$ cat src/design/mpfsel_pkg.sv
// Package with register map, function codes and control-vector layout of the pin function select block
`default_nettype none
package mpfsel_pkg;
    localparam int           ADDR_W            = 8;
    localparam int           DATA_W            = 8;
    localparam int           SEL_W             = 5;

    localparam logic [7:0]   ADDR_MIC01        = 8'h3c;
    localparam logic [7:0]   ADDR_MIC23        = 8'h3d;
    localparam logic [7:0]   ADDR_SOUT1        = 8'h3e;

    localparam logic [7:0]   RST_MIC01         = 8'h00;
    localparam logic [7:0]   RST_MIC23         = 8'h00;
    localparam logic [7:0]   RST_SOUT1         = 8'h11;
    localparam logic [7:0]   RDATA_UNMAPPED    = 8'h00;

    localparam int           SEL_MSB           = 4;
    localparam int           SEL_LSB           = 0;

    localparam logic [4:0]   CODE_PRIMARY      = 5'h00;
    localparam logic [4:0]   CODE_MUTE_ADC0    = 5'h01;
    localparam logic [4:0]   CODE_MUTE_ADC1    = 5'h02;
    localparam logic [4:0]   CODE_MUTE_ADC2    = 5'h03;
    localparam logic [4:0]   CODE_MUTE_ADC3    = 5'h04;
    localparam logic [4:0]   CODE_MUTE_ADC01   = 5'h05;
    localparam logic [4:0]   CODE_MUTE_ADC23   = 5'h06;
    localparam logic [4:0]   CODE_MUTE_ADC_ALL = 5'h07;
    localparam logic [4:0]   CODE_MUTE_DAC0    = 5'h08;
    localparam logic [4:0]   CODE_MUTE_DAC1    = 5'h09;
    localparam logic [4:0]   CODE_MUTE_DAC_ALL = 5'h0a;
    localparam logic [4:0]   CODE_BANK_SWITCH  = 5'h0b;
    localparam logic [4:0]   CODE_COMPRESSION  = 5'h0e;
    localparam logic [4:0]   CODE_DSP_BYPASS   = 5'h0f;
    localparam logic [4:0]   CODE_VOL_UP       = 5'h10;
    localparam logic [4:0]   CODE_VOL_DOWN     = 5'h11;
    localparam logic [4:0]   CODE_CLOCK_OUT    = 5'h12;

    // Control vector bit positions
    localparam int           CTL_ADC0          = 0;
    localparam int           CTL_ADC1          = 1;
    localparam int           CTL_ADC2          = 2;
    localparam int           CTL_ADC3          = 3;
    localparam int           CTL_DAC0          = 4;
    localparam int           CTL_DAC1          = 5;
    localparam int           CTL_BANK          = 6;
    localparam int           CTL_COMP          = 7;
    localparam int           CTL_BYPASS        = 8;
    localparam int           CTL_VOL_UP        = 9;
    localparam int           CTL_VOL_DOWN      = 10;
    localparam int           CTL_W             = 11;

    typedef logic [CTL_W-1:0] mpfsel_ctl_t;

    localparam mpfsel_ctl_t  CTL_NONE          = 11'h000;

    // Reserved and non-control codes give no action
    function automatic mpfsel_ctl_t mpfsel_decode(input logic [SEL_W-1:0] code);
        mpfsel_ctl_t c;
        c = CTL_NONE;
        unique case (code)
            CODE_MUTE_ADC0:    c[CTL_ADC0] = 1'b1;
            CODE_MUTE_ADC1:    c[CTL_ADC1] = 1'b1;
            CODE_MUTE_ADC2:    c[CTL_ADC2] = 1'b1;
            CODE_MUTE_ADC3:    c[CTL_ADC3] = 1'b1;
            CODE_MUTE_ADC01: begin
                c[CTL_ADC0] = 1'b1;
                c[CTL_ADC1] = 1'b1;
            end
            CODE_MUTE_ADC23: begin
                c[CTL_ADC2] = 1'b1;
                c[CTL_ADC3] = 1'b1;
            end
            CODE_MUTE_ADC_ALL: begin
                c[CTL_ADC0] = 1'b1;
                c[CTL_ADC1] = 1'b1;
                c[CTL_ADC2] = 1'b1;
                c[CTL_ADC3] = 1'b1;
            end
            CODE_MUTE_DAC0:    c[CTL_DAC0] = 1'b1;
            CODE_MUTE_DAC1:    c[CTL_DAC1] = 1'b1;
            CODE_MUTE_DAC_ALL: begin
                c[CTL_DAC0] = 1'b1;
                c[CTL_DAC1] = 1'b1;
            end
            CODE_BANK_SWITCH:  c[CTL_BANK] = 1'b1;
            CODE_COMPRESSION:  c[CTL_COMP] = 1'b1;
            CODE_DSP_BYPASS:   c[CTL_BYPASS] = 1'b1;
            CODE_VOL_UP:       c[CTL_VOL_UP] = 1'b1;
            CODE_VOL_DOWN:     c[CTL_VOL_DOWN] = 1'b1;
            default:           c = CTL_NONE;
        endcase
        return c;
    endfunction
endpackage
`default_nettype wire

$ cat src/design/mpfsel_pin.sv
// One multipurpose pin: input synchroniser and control-function decode
`default_nettype none
module mpfsel_pin
    import mpfsel_pkg::*;
(
    input  wire logic              mclk_in,
    input  wire logic              nrst_in,
    input  wire logic              clk_en_in,
    input  wire logic              pin_in,
    input  wire logic [SEL_W-1:0]  select_in,
    output logic                   level_out,
    output mpfsel_ctl_t            ctl_out
);
    typedef struct packed {
        logic        sync1;
        logic        sync2;
        mpfsel_ctl_t ctl;
    } mpfsel_pin_s;

    localparam mpfsel_pin_s PIN_RST = '{sync1: 1'b0, sync2: 1'b0, ctl: CTL_NONE};

    mpfsel_pin_s st_reg;
    mpfsel_pin_s st_next;

    always_comb begin
        st_next       = st_reg;
        st_next.sync1 = pin_in;
        st_next.sync2 = st_reg.sync1;
        // Action lasts as long as the synchronised pin is high
        st_next.ctl   = st_reg.sync2 ? mpfsel_decode(select_in) : CTL_NONE;
    end

    always_ff @(posedge mclk_in or negedge nrst_in) begin
        if (!nrst_in) begin
            st_reg <= PIN_RST;
        end else if (clk_en_in) begin
            st_reg <= st_next;
        end
    end

    assign level_out = st_reg.sync2;
    assign ctl_out   = st_reg.ctl;
endmodule
`default_nettype wire

$ cat src/design/mpfsel_top.sv
// Function select for the two microphone pins and the second serial output / clock output pin
//
// The strobed register port was left to the implementer.
`default_nettype none
module mpfsel_top
    import mpfsel_pkg::*;
(
    input  wire logic              mclk_in,
    input  wire logic              nrst_in,
    input  wire logic              clk_en_in,
    input  wire logic [ADDR_W-1:0] reg_addr_in,
    input  wire logic [DATA_W-1:0] reg_wdata_in,
    input  wire logic              reg_wr_in,
    input  wire logic              reg_rd_in,
    output logic [DATA_W-1:0]      reg_rdata_out,
    input  wire logic              multipurpose_pin_four_in,
    input  wire logic              multipurpose_pin_five_in,
    input  wire logic              multipurpose_pin_six_in,
    output logic                   multipurpose_pin_six_out,
    output logic                   multipurpose_pin_six_oe_n_out,
    input  wire logic              serial_audio_output_one_in,
    input  wire logic              clock_output_function_in,
    output logic                   mic_pair_zero_one_input_out,
    output logic                   mic_pair_zero_one_valid_out,
    output logic                   mic_pair_two_three_input_out,
    output logic                   mic_pair_two_three_valid_out,
    output logic [3:0]             adc_mute_out,
    output logic [1:0]             dac_mute_out,
    output logic                   bank_switch_out,
    output logic                   compression_out,
    output logic                   dsp_bypass_out,
    output logic                   vol_up_out,
    output logic                   vol_down_out
);
    typedef struct packed {
        logic [DATA_W-1:0] mic01_pin_function;
        logic [DATA_W-1:0] mic23_pin_function;
        logic [DATA_W-1:0] serial_out1_pin_function;
        logic [DATA_W-1:0] rdata;
        logic              pin6_drive;
        logic              pin6_oe_n;
        logic              mic01_data;
        logic              mic01_valid;
        logic              mic23_data;
        logic              mic23_valid;
        mpfsel_ctl_t       ctl;
    } mpfsel_top_s;

    localparam mpfsel_top_s TOP_RST = '{
        mic01_pin_function:       RST_MIC01,
        mic23_pin_function:       RST_MIC23,
        serial_out1_pin_function: RST_SOUT1,
        rdata:                    RDATA_UNMAPPED,
        pin6_drive:               1'b0,
        pin6_oe_n:                1'b1,
        mic01_data:               1'b0,
        mic01_valid:              1'b0,
        mic23_data:               1'b0,
        mic23_valid:              1'b0,
        ctl:                      CTL_NONE
    };

    mpfsel_top_s st_reg;
    mpfsel_top_s st_next;

    logic [SEL_W-1:0] mic01_pin_select;
    logic [SEL_W-1:0] mic23_pin_select;
    logic [SEL_W-1:0] serial_out1_pin_select;
    logic             mic01_level;
    logic             mic23_level;
    mpfsel_ctl_t      mic01_ctl;
    mpfsel_ctl_t      mic23_ctl;
    mpfsel_ctl_t      pin6_ctl;

    // Only the select field steers the pins; the upper bits are kept for readback
    assign mic01_pin_select       = st_reg.mic01_pin_function[SEL_MSB:SEL_LSB];
    assign mic23_pin_select       = st_reg.mic23_pin_function[SEL_MSB:SEL_LSB];
    assign serial_out1_pin_select = st_reg.serial_out1_pin_function[SEL_MSB:SEL_LSB];

    mpfsel_pin u_pin_four (
        .mclk_in   (mclk_in),
        .nrst_in   (nrst_in),
        .clk_en_in (clk_en_in),
        .pin_in    (multipurpose_pin_four_in),
        .select_in (mic01_pin_select),
        .level_out (mic01_level),
        .ctl_out   (mic01_ctl)
    );

    mpfsel_pin u_pin_five (
        .mclk_in   (mclk_in),
        .nrst_in   (nrst_in),
        .clk_en_in (clk_en_in),
        .pin_in    (multipurpose_pin_five_in),
        .select_in (mic23_pin_select),
        .level_out (mic23_level),
        .ctl_out   (mic23_ctl)
    );

    mpfsel_pin u_pin_six (
        .mclk_in   (mclk_in),
        .nrst_in   (nrst_in),
        .clk_en_in (clk_en_in),
        .pin_in    (multipurpose_pin_six_in),
        .select_in (serial_out1_pin_select),
        .level_out (),
        .ctl_out   (pin6_ctl)
    );

    always_comb begin
        st_next = st_reg;

        // Register writes
        if (reg_wr_in) begin
            unique case (reg_addr_in)
                ADDR_MIC01: st_next.mic01_pin_function       = reg_wdata_in;
                ADDR_MIC23: st_next.mic23_pin_function       = reg_wdata_in;
                ADDR_SOUT1: st_next.serial_out1_pin_function = reg_wdata_in;
                default:    st_next.mic01_pin_function       = st_reg.mic01_pin_function;
            endcase
        end

        // Read data stands only in the cycle after the strobe
        st_next.rdata = RDATA_UNMAPPED;
        if (reg_rd_in) begin
            unique case (reg_addr_in)
                ADDR_MIC01: st_next.rdata = st_reg.mic01_pin_function;
                ADDR_MIC23: st_next.rdata = st_reg.mic23_pin_function;
                ADDR_SOUT1: st_next.rdata = st_reg.serial_out1_pin_function;
                default:    st_next.rdata = RDATA_UNMAPPED;
            endcase
        end

        // Microphone data passes only while the pin keeps its primary role
        st_next.mic01_valid = (mic01_pin_select == CODE_PRIMARY);
        st_next.mic01_data  = st_next.mic01_valid ? mic01_level : 1'b0;
        st_next.mic23_valid = (mic23_pin_select == CODE_PRIMARY);
        st_next.mic23_data  = st_next.mic23_valid ? mic23_level : 1'b0;

        // Pin six drives serial data or the clock, else is released as an input
        unique case (serial_out1_pin_select)
            CODE_PRIMARY: begin
                st_next.pin6_drive = serial_audio_output_one_in;
                st_next.pin6_oe_n  = 1'b0;
            end
            CODE_CLOCK_OUT: begin
                st_next.pin6_drive = clock_output_function_in;
                st_next.pin6_oe_n  = 1'b0;
            end
            default: begin
                st_next.pin6_drive = 1'b0;
                st_next.pin6_oe_n  = 1'b1;
            end
        endcase

        // Any pin asserting a function raises it
        st_next.ctl = mic01_ctl | mic23_ctl | pin6_ctl;
    end

    always_ff @(posedge mclk_in or negedge nrst_in) begin
        if (!nrst_in) begin
            st_reg <= TOP_RST;
        end else if (clk_en_in) begin
            st_reg <= st_next;
        end
    end

    assign reg_rdata_out                 = st_reg.rdata;
    assign multipurpose_pin_six_out      = st_reg.pin6_drive;
    assign multipurpose_pin_six_oe_n_out = st_reg.pin6_oe_n;
    assign mic_pair_zero_one_input_out   = st_reg.mic01_data;
    assign mic_pair_zero_one_valid_out   = st_reg.mic01_valid;
    assign mic_pair_two_three_input_out  = st_reg.mic23_data;
    assign mic_pair_two_three_valid_out  = st_reg.mic23_valid;
    assign adc_mute_out                  = {st_reg.ctl[CTL_ADC3], st_reg.ctl[CTL_ADC2],
                                            st_reg.ctl[CTL_ADC1], st_reg.ctl[CTL_ADC0]};
    assign dac_mute_out                  = {st_reg.ctl[CTL_DAC1], st_reg.ctl[CTL_DAC0]};
    assign bank_switch_out               = st_reg.ctl[CTL_BANK];
    assign compression_out               = st_reg.ctl[CTL_COMP];
    assign dsp_bypass_out                = st_reg.ctl[CTL_BYPASS];
    assign vol_up_out                    = st_reg.ctl[CTL_VOL_UP];
    assign vol_down_out                  = st_reg.ctl[CTL_VOL_DOWN];
endmodule
`default_nettype wire

$ cat config.mk
export PLATFORM = sky130hd
export DESIGN_NAME = mpfsel_top
export DESIGN_NICKNAME = d
export VERILOG_FILES = /design/src/design/mpfsel_pkg.sv /design/src/design/mpfsel_pin.sv /design/src/design/mpfsel_top.sv
export SDC_FILE = /design/constraint.sdc
export NUM_CORES = 1
export LEC_CHECK = 0
export BUFFER_PORTS_ARGS = -buffer_cell sky130_fd_sc_hd__buf_2
export CAP_MARGIN = 15
export CORE_MARGIN = 2
export CORE_UTILIZATION = 55
export CTS_CLUSTER_DIAMETER = 120
export CTS_CLUSTER_SIZE = 14
export DETAILED_ROUTE_END_ITERATION = 8
export PLACE_DENSITY_LB_ADDON = 0.15
export SLEW_MARGIN = 20
export SYNTH_ARGS = -nofsm -noshare
export SYNTH_HDL_FRONTEND = slang
export SYNTH_SLANG_ARGS = --single-unit
$ cat constraint.sdc
create_clock -name mclk_in -period 4.47 [get_ports mclk_in]
set_clock_uncertainty 0.15 [all_clocks]
set_input_delay 0 -clock mclk_in [delete_from_list [all_inputs] [get_ports mclk_in]]
set_output_delay 0 -clock mclk_in [all_outputs]
set_load 0.02 [all_outputs]
==> impl_metrics.toml, run 1 <==
[run_status]
run_status = "finished clean"

[synth]
async_flop_share = 1.000
yosysTopAreaCell = "dfrtp_1"
synth_edf_count = 0
synth_common_cells = "dfrtp_1 (85), o2bb2ai_1 (31), mux2_2 (30)"
synth-seq-cells = 88
synth_area_per_cell_um2 = 11.91
synth_cells = 329
synth_fp_nets = 355
yosysMostFrequentCell = "dfrtp_1"
synthDistinctLibCells = 42
yosys-top-cells-area = "dfrtp_1 (54%), mux2_2 (8.6%), o2bb2ai_1 (6.9%)"
syn_area_um2 = 3919
synth-seq-area-share = 0.5629
yosysWarnings = 0
synth_top_cell_area_share = 0.5428
ys.flop_type = "dfrtp_1"

[drt]
via_per_inst = 5.749
wl_per_cell_um = 18.12
route.detailed.drc = 0
postRouteAntennaNets = 0
drt_pass1_iterations = 4
first_iter_violations = 305
num_vias = 2708
wirelength_um = 8536

[cts]
cts_tree = "yes"
cts_root_buf = "clkbuf_8"
post_cts_buffers = 0
cts.sinks = 88
clockBufferDepth = 2
insertion_delay_ns = 0.35
cts_resized = 0
htree_levels = 3
numCtsBuffers = 9
clkSlewWorstSetupHoldPaths_ns = 0.09

[timing]
finalMaxSlewViolations = 0
timing.final.crit_share = 0.4817
finalCriticalPeriod_ns = 2.153
hold_viol = 0
max_freq_ghz = 0.4644
tightest_slew_ns = 0.8843
tns_ns = 0
slew-limit-headroom = 0.4105
setup_viol = 0
rsz0062_at_grt = "false"
worst_slack_ns = 2.317

[worst_setup_path]
arrival_ns = 2.30
path_class = "in -> reg"
startpoint_type = "input pin"
cp_data_required_time_ns = 4.62
r2r_start = "serial_out1_pin_select[1]$_DFFE_PN0P_"
crit_start = "reg_addr_in[1]"
reg2reg_to = "multipurpose_pin_six_out$_DFFE_PN0P_"
crit_fanout = 12
critPathCaptureType = "register"
rrSetupSlack_ns = 2.55
ff2ff_path_depth = 4

[min_path]
min_from = "reg_wr_in"
hold_path_class = "in -> reg"
hold_depth = 3
holdPathEnd = "mic23_pin_select[4]$_DFFE_PN0P_"

[place]
dpl_cell_area_um2 = 4098
dp_cells = 438
dp.final_hpwl_um = 5454
io_buffers = 50
gp_congestion = 0.8019
place_ws_ns = 2.411

[grt]
grt-ovfl-total = 0
grt_pass1_wl_um = 14000
grtUsageTotal = 0.2411
grt_pass1_vias = 2656
antenna_found_initial = 0
grt_max_degree = 51

[power_and_ir_drop]
power.density_nw_per_um2 = 357.6
p_seq_frac = 0.531
power.internal_mw = 1.213
p_comb_frac = 0.094
clockPowerShare = 0.375
power_switching_uw = 392.1
p_leak_nw = 2.090
max-vdd-ir-drop_v = 0.0001981
swShare = 0.2443

[cells_and_area]
area_growth_pct = 14.53
n_fill_cell = 566
drive_above_1_share = 0.2800
nets = 396
finalInstanceArea_um2 = 4488
layoutNonFillerInstCount = 471
diodes = 0

[run]
cap_viol_max_count = 0

[floorplanning]
die_area_um2 = 7816
die_y_um = 88.41
io-pin-count = 51
start_util = 0.5736
row_count = 30
core-area_um2 = 6832
die_w_um = 88.41
==> placed cells by master, fill, tap and decap left out, types with 2 or more instances in the layout <==
cell,n
dlygate4sd3_1,17
a21oi_1,15
nand4_1,4
buf_2,49
nand4_2,3
nand3_1,4
mux2i_1,8
bufinv_16,2
nand2_1,14
inv_1,10
xnor2_1,4
or4_1,2
dfrtp_1,85
clkinv_2,3
clkbuf_8,10
o21ai_0,5
o31ai_1,3
o32ai_1,3
and3b_1,2
o2111ai_1,2
nand2b_1,3
dfstp_2,3
a31oi_1,2
a2bb2oi_1,8
nor2_1,14
nor3_1,12
nor3b_1,4
o2bb2ai_1,31
nand3b_1,3
buf_4,2
a32o_1,2
nor2b_1,2
a22o_1,4
mux2_2,30
==> timing repair <==
item	4_1_cts	5_1_grt
hold endpoints to repair	79	0
endpoints found under the setup margin	0	0
hold buffers	17	0
==> cell families after synthesis <==
kind of cell    after synthesis  share of synthesized area
flops                        88                     0.5629
xor+xnor                      4                   0.008939
simple gates                 73                     0.1086
mux                          38                     0.1066
buf+inv                      49                    0.06194
compound gates               77                     0.1510
==> per-stage QoR <==
stage,total power [mW],utilization,hold slack (ns)
2_1_floorplan,0.9495,-,-0.4456
3_3_place_gp,1.004,0.5998,-0.1248
3_5_place_dp,1.008,0.5998,-0.1175
4_1_cts,1.616,0.6570,0.001482
5_1_grt,1.678,0.6570,0.009303
6_report,1.605,0.6570,0.007258
==> power groups by stage <==
stage	Clock [mW]	Sequential (mW)	Combinational, mW
2_1_floorplan	0	0.866	0.0835
3_3_place_gp	0	0.866	0.138
3_5_place_dp	0	0.867	0.140
4_1_cts	0.614	0.851	0.151
5_1_grt	0.656	0.856	0.166
6_report	0.602	0.852	0.150
==> layout make-up <==
type,count,area [um^2],area share
flip-flops and latches,88,2206,0.4915
multi-input cells,192,1470,0.3276
repair buffers,68,430.4,0.09590
clock buffers,10,137.6,0.03067
well taps,96,120.1,0.02676
clock inverters,6,82.58,0.01840
inverters,11,41.29,0.009200
==> metal layers <==
layer | global-route usage | vias up | routed length [um]
met2 | 0.3418 | 85 | 3860
met4 | 0.07851 | 0 | 123
met3 | 0.04571 | 11 | 447
met1 | 0.3753 | 1337 | 4106
li1 | - | 1275 | -
met5 | 0 | - | 0
==> critical path: stages <==
cell,delay [ns]
dlygate4sd3_1,0.54
buf_2,0.24
nor2b_1,0.62
a2bb2oi_1,0.18
o2bb2ai_1,0.15
dlygate4sd3_1,0.56
==> worst max-delay path by stage <==
stage                                                   to  slack, ns
final                         reg_rdata_out[1]$_DFFE_PN0P_       2.32
after global routing          reg_rdata_out[1]$_DFFE_PN0P_       2.15
after CTS                     reg_rdata_out[1]$_DFFE_PN0P_       2.39
after detailed placement            st_reg[32]$_DFFE_PN0P_       2.41
after global placement              st_reg[31]$_DFFE_PN0P_       2.43
after floorplan           u_pin_six.ctl_out[9]$_DFFE_PN0P_       2.86
Note: power is estimated with default switching activity, not from simulation.
==> inputs of run 2 (changes only) <==
- CORE_UTILIZATION: 55 -> 52
- clock period: 4.47 -> 1.95 ns (I/O delays scaled with it)
==> impl_metrics.toml, run 2 (synthesis gave the netlist of run 1 again) <==
[cts]
insertion_delay_ns = 0.36
htree_levels = 3
cts.sinks = 88
cts_root_buf = "clkbuf_8"
post_cts_buffers = 0
cts_tree = "yes"
clockBufferDepth = 2
cts_resized = 0
numCtsBuffers = 9
cts_hold_buf = 18
clkSlewWorstSetupHoldPaths_ns = 0.08

[floorplanning]
die_w_um = 90.81
io-pin-count = 51
start_util = 0.5374
core-area_um2 = 7292
die_y_um = 90.81
die_area_um2 = 8246
row_count = 31

[timing]
hold_viol = 0
hold_ws_ns = 0.02228
tns_ns = 0
finalMaxSlewViolations = 0
worst_slack_ns = 0.1898
timing.final.crit_share = 0.9027
rsz0062_at_grt = "false"
max_freq_ghz = 0.5681
finalCriticalPeriod_ns = 1.760
tightest_slew_ns = 0.4947
setup_viol = 0
slew-limit-headroom = 0.6695

[drt]
drt-met1-wl_um = 4197
routed-wl-met2_um = 3746
wl_per_cell_um = 17.68
postRouteAntennaNets = 0
first_iter_violations = 156
route.detailed.drc = 0
num_vias = 2769
wl_met3_um = 384
via_per_inst = 5.757
top_layer = "met4"
drt_pass1_iterations = 5
wirelength_um = 8504

[cells_and_area]
drive_above_1_share = 0.2906
area_growth_pct = 16.86
mostFrequentLayoutCell = "dfrtp_1"
diodes = 0
nets = 403
mostFrequentLayoutCells = "dfrtp_1 (85), buf_2 (49), o2bb2ai_1 (31), mux2_2 (30), dlygate4sd3_1 (17)"
post-route-util = 0.6280
n_fill_cell = 622
finalInstanceArea_um2 = 4579
layoutNonFillerInstCount = 481

[grt]
grt_pass1_vias = 2739
grt_max_degree = 57
grt-ovfl-total = 0
antenna_found_initial = 0
grtUsageTotal = 0.2282
grt_pass1_wl_um = 14410

[power_and_ir_drop]
power.internal_mw = 2.779
power.density_nw_per_um2 = 801.2
clockPowerShare = 0.369
p_total_mw = 3.669
max-vdd-ir-drop_v = 0.0004875
p_seq_frac = 0.530
p_leak_nw = 2.136
power_switching_uw = 889.8
p_comb_frac = 0.101
swShare = 0.2425

[place]
io_buffers = 50
dpl_cell_area_um2 = 4172
gp_congestion = 0.8187
dp_cells = 447
place_ws_ns = 0.4233
dp.final_hpwl_um = 5664

[worst_setup_path]
path_class = "reg -> reg"
rrSetupSlack_ns = 0.19
reg2reg_to = "multipurpose_pin_six_out$_DFFE_PN0P_"
startpoint_type = "register"
ff2ff_path_depth = 5
critPathCaptureType = "register"
cp-endpoint = "multipurpose_pin_six_out$_DFFE_PN0P_"
r2r_start = "serial_out1_pin_select[1]$_DFFE_PN0P_"
crit_start = "serial_out1_pin_select[1]$_DFFE_PN0P_"
cp_data_required_time_ns = 2.09
crit_fanout = 12
arrival_ns = 1.91

[min_path]
hold_path_class = "in -> reg"

[run]
cap_viol_max_count = 0

[run_status]
run_status = "finished clean"
-- run 2: power groups by stage --
stage,Clock [mW],Combinational [mW],Sequential (mW)
global route,1.46,0.407,1.96
global placement,0,0.336,1.98
detailed placement,0,0.339,1.98
CTS,1.37,0.372,1.95
finish,1.35,0.369,1.95
floorplan,0,0.192,1.98
-- run 2: metal layers --
| metal | vias to the layer above | GRT usage |
|---|---|---|
| met1 | 1387 | 0.3408 |
| li1 | 1295 | - |
| met2 | 74 | 0.3315 |
| met5 | - | 0 |
| met3 | 13 | 0.04424 |
| met4 | 0 | 0.08712 |
-- run 2: cell type report --
cell class                      count  area, um^2  area share
Timing Repair Buffer               75       520.5      0.1137
Inverter                           11       41.29    0.009016
Sequential cell                    88        2206      0.4817
Tap cell                           99       123.9     0.02705
Multi-Input combinational cell    192        1470      0.3210
Clock buffer                       14       182.7     0.03989
Clock inverter                      2       35.03    0.007650
-- run 2: how the worst min path moves through the flow --
stage / from / endpoint / slack, ns / cells past startpoint
finish: reg_wr_in / st_reg[48]$_DFFE_PN0P_ / 0.02 / 3
CTS: reg_wr_in / st_reg[48]$_DFFE_PN0P_ / 0.02 / 3
global placement: nrst_in / reg_rdata_out[6]$_DFFE_PN0P_ / -0.18 / 1
detailed placement: nrst_in / reg_rdata_out[6]$_DFFE_PN0P_ / -0.18 / 1
floorplan: nrst_in / adc_mute_out[0]$_DFFE_PN0P_ / -0.45 / 0
global route: reg_wr_in / mic01_pin_select[1]$_DFFE_PN0P_ / 0.03 / 3
-- run 2: worst max-delay path: stages (launching register included) --
cell,delay [ns]
dfrtp_1,0.38
buf_4,0.19
nor3b_1,0.20
a31oi_1,0.05
dlygate4sd3_1,0.57
o2bb2ai_1,0.14
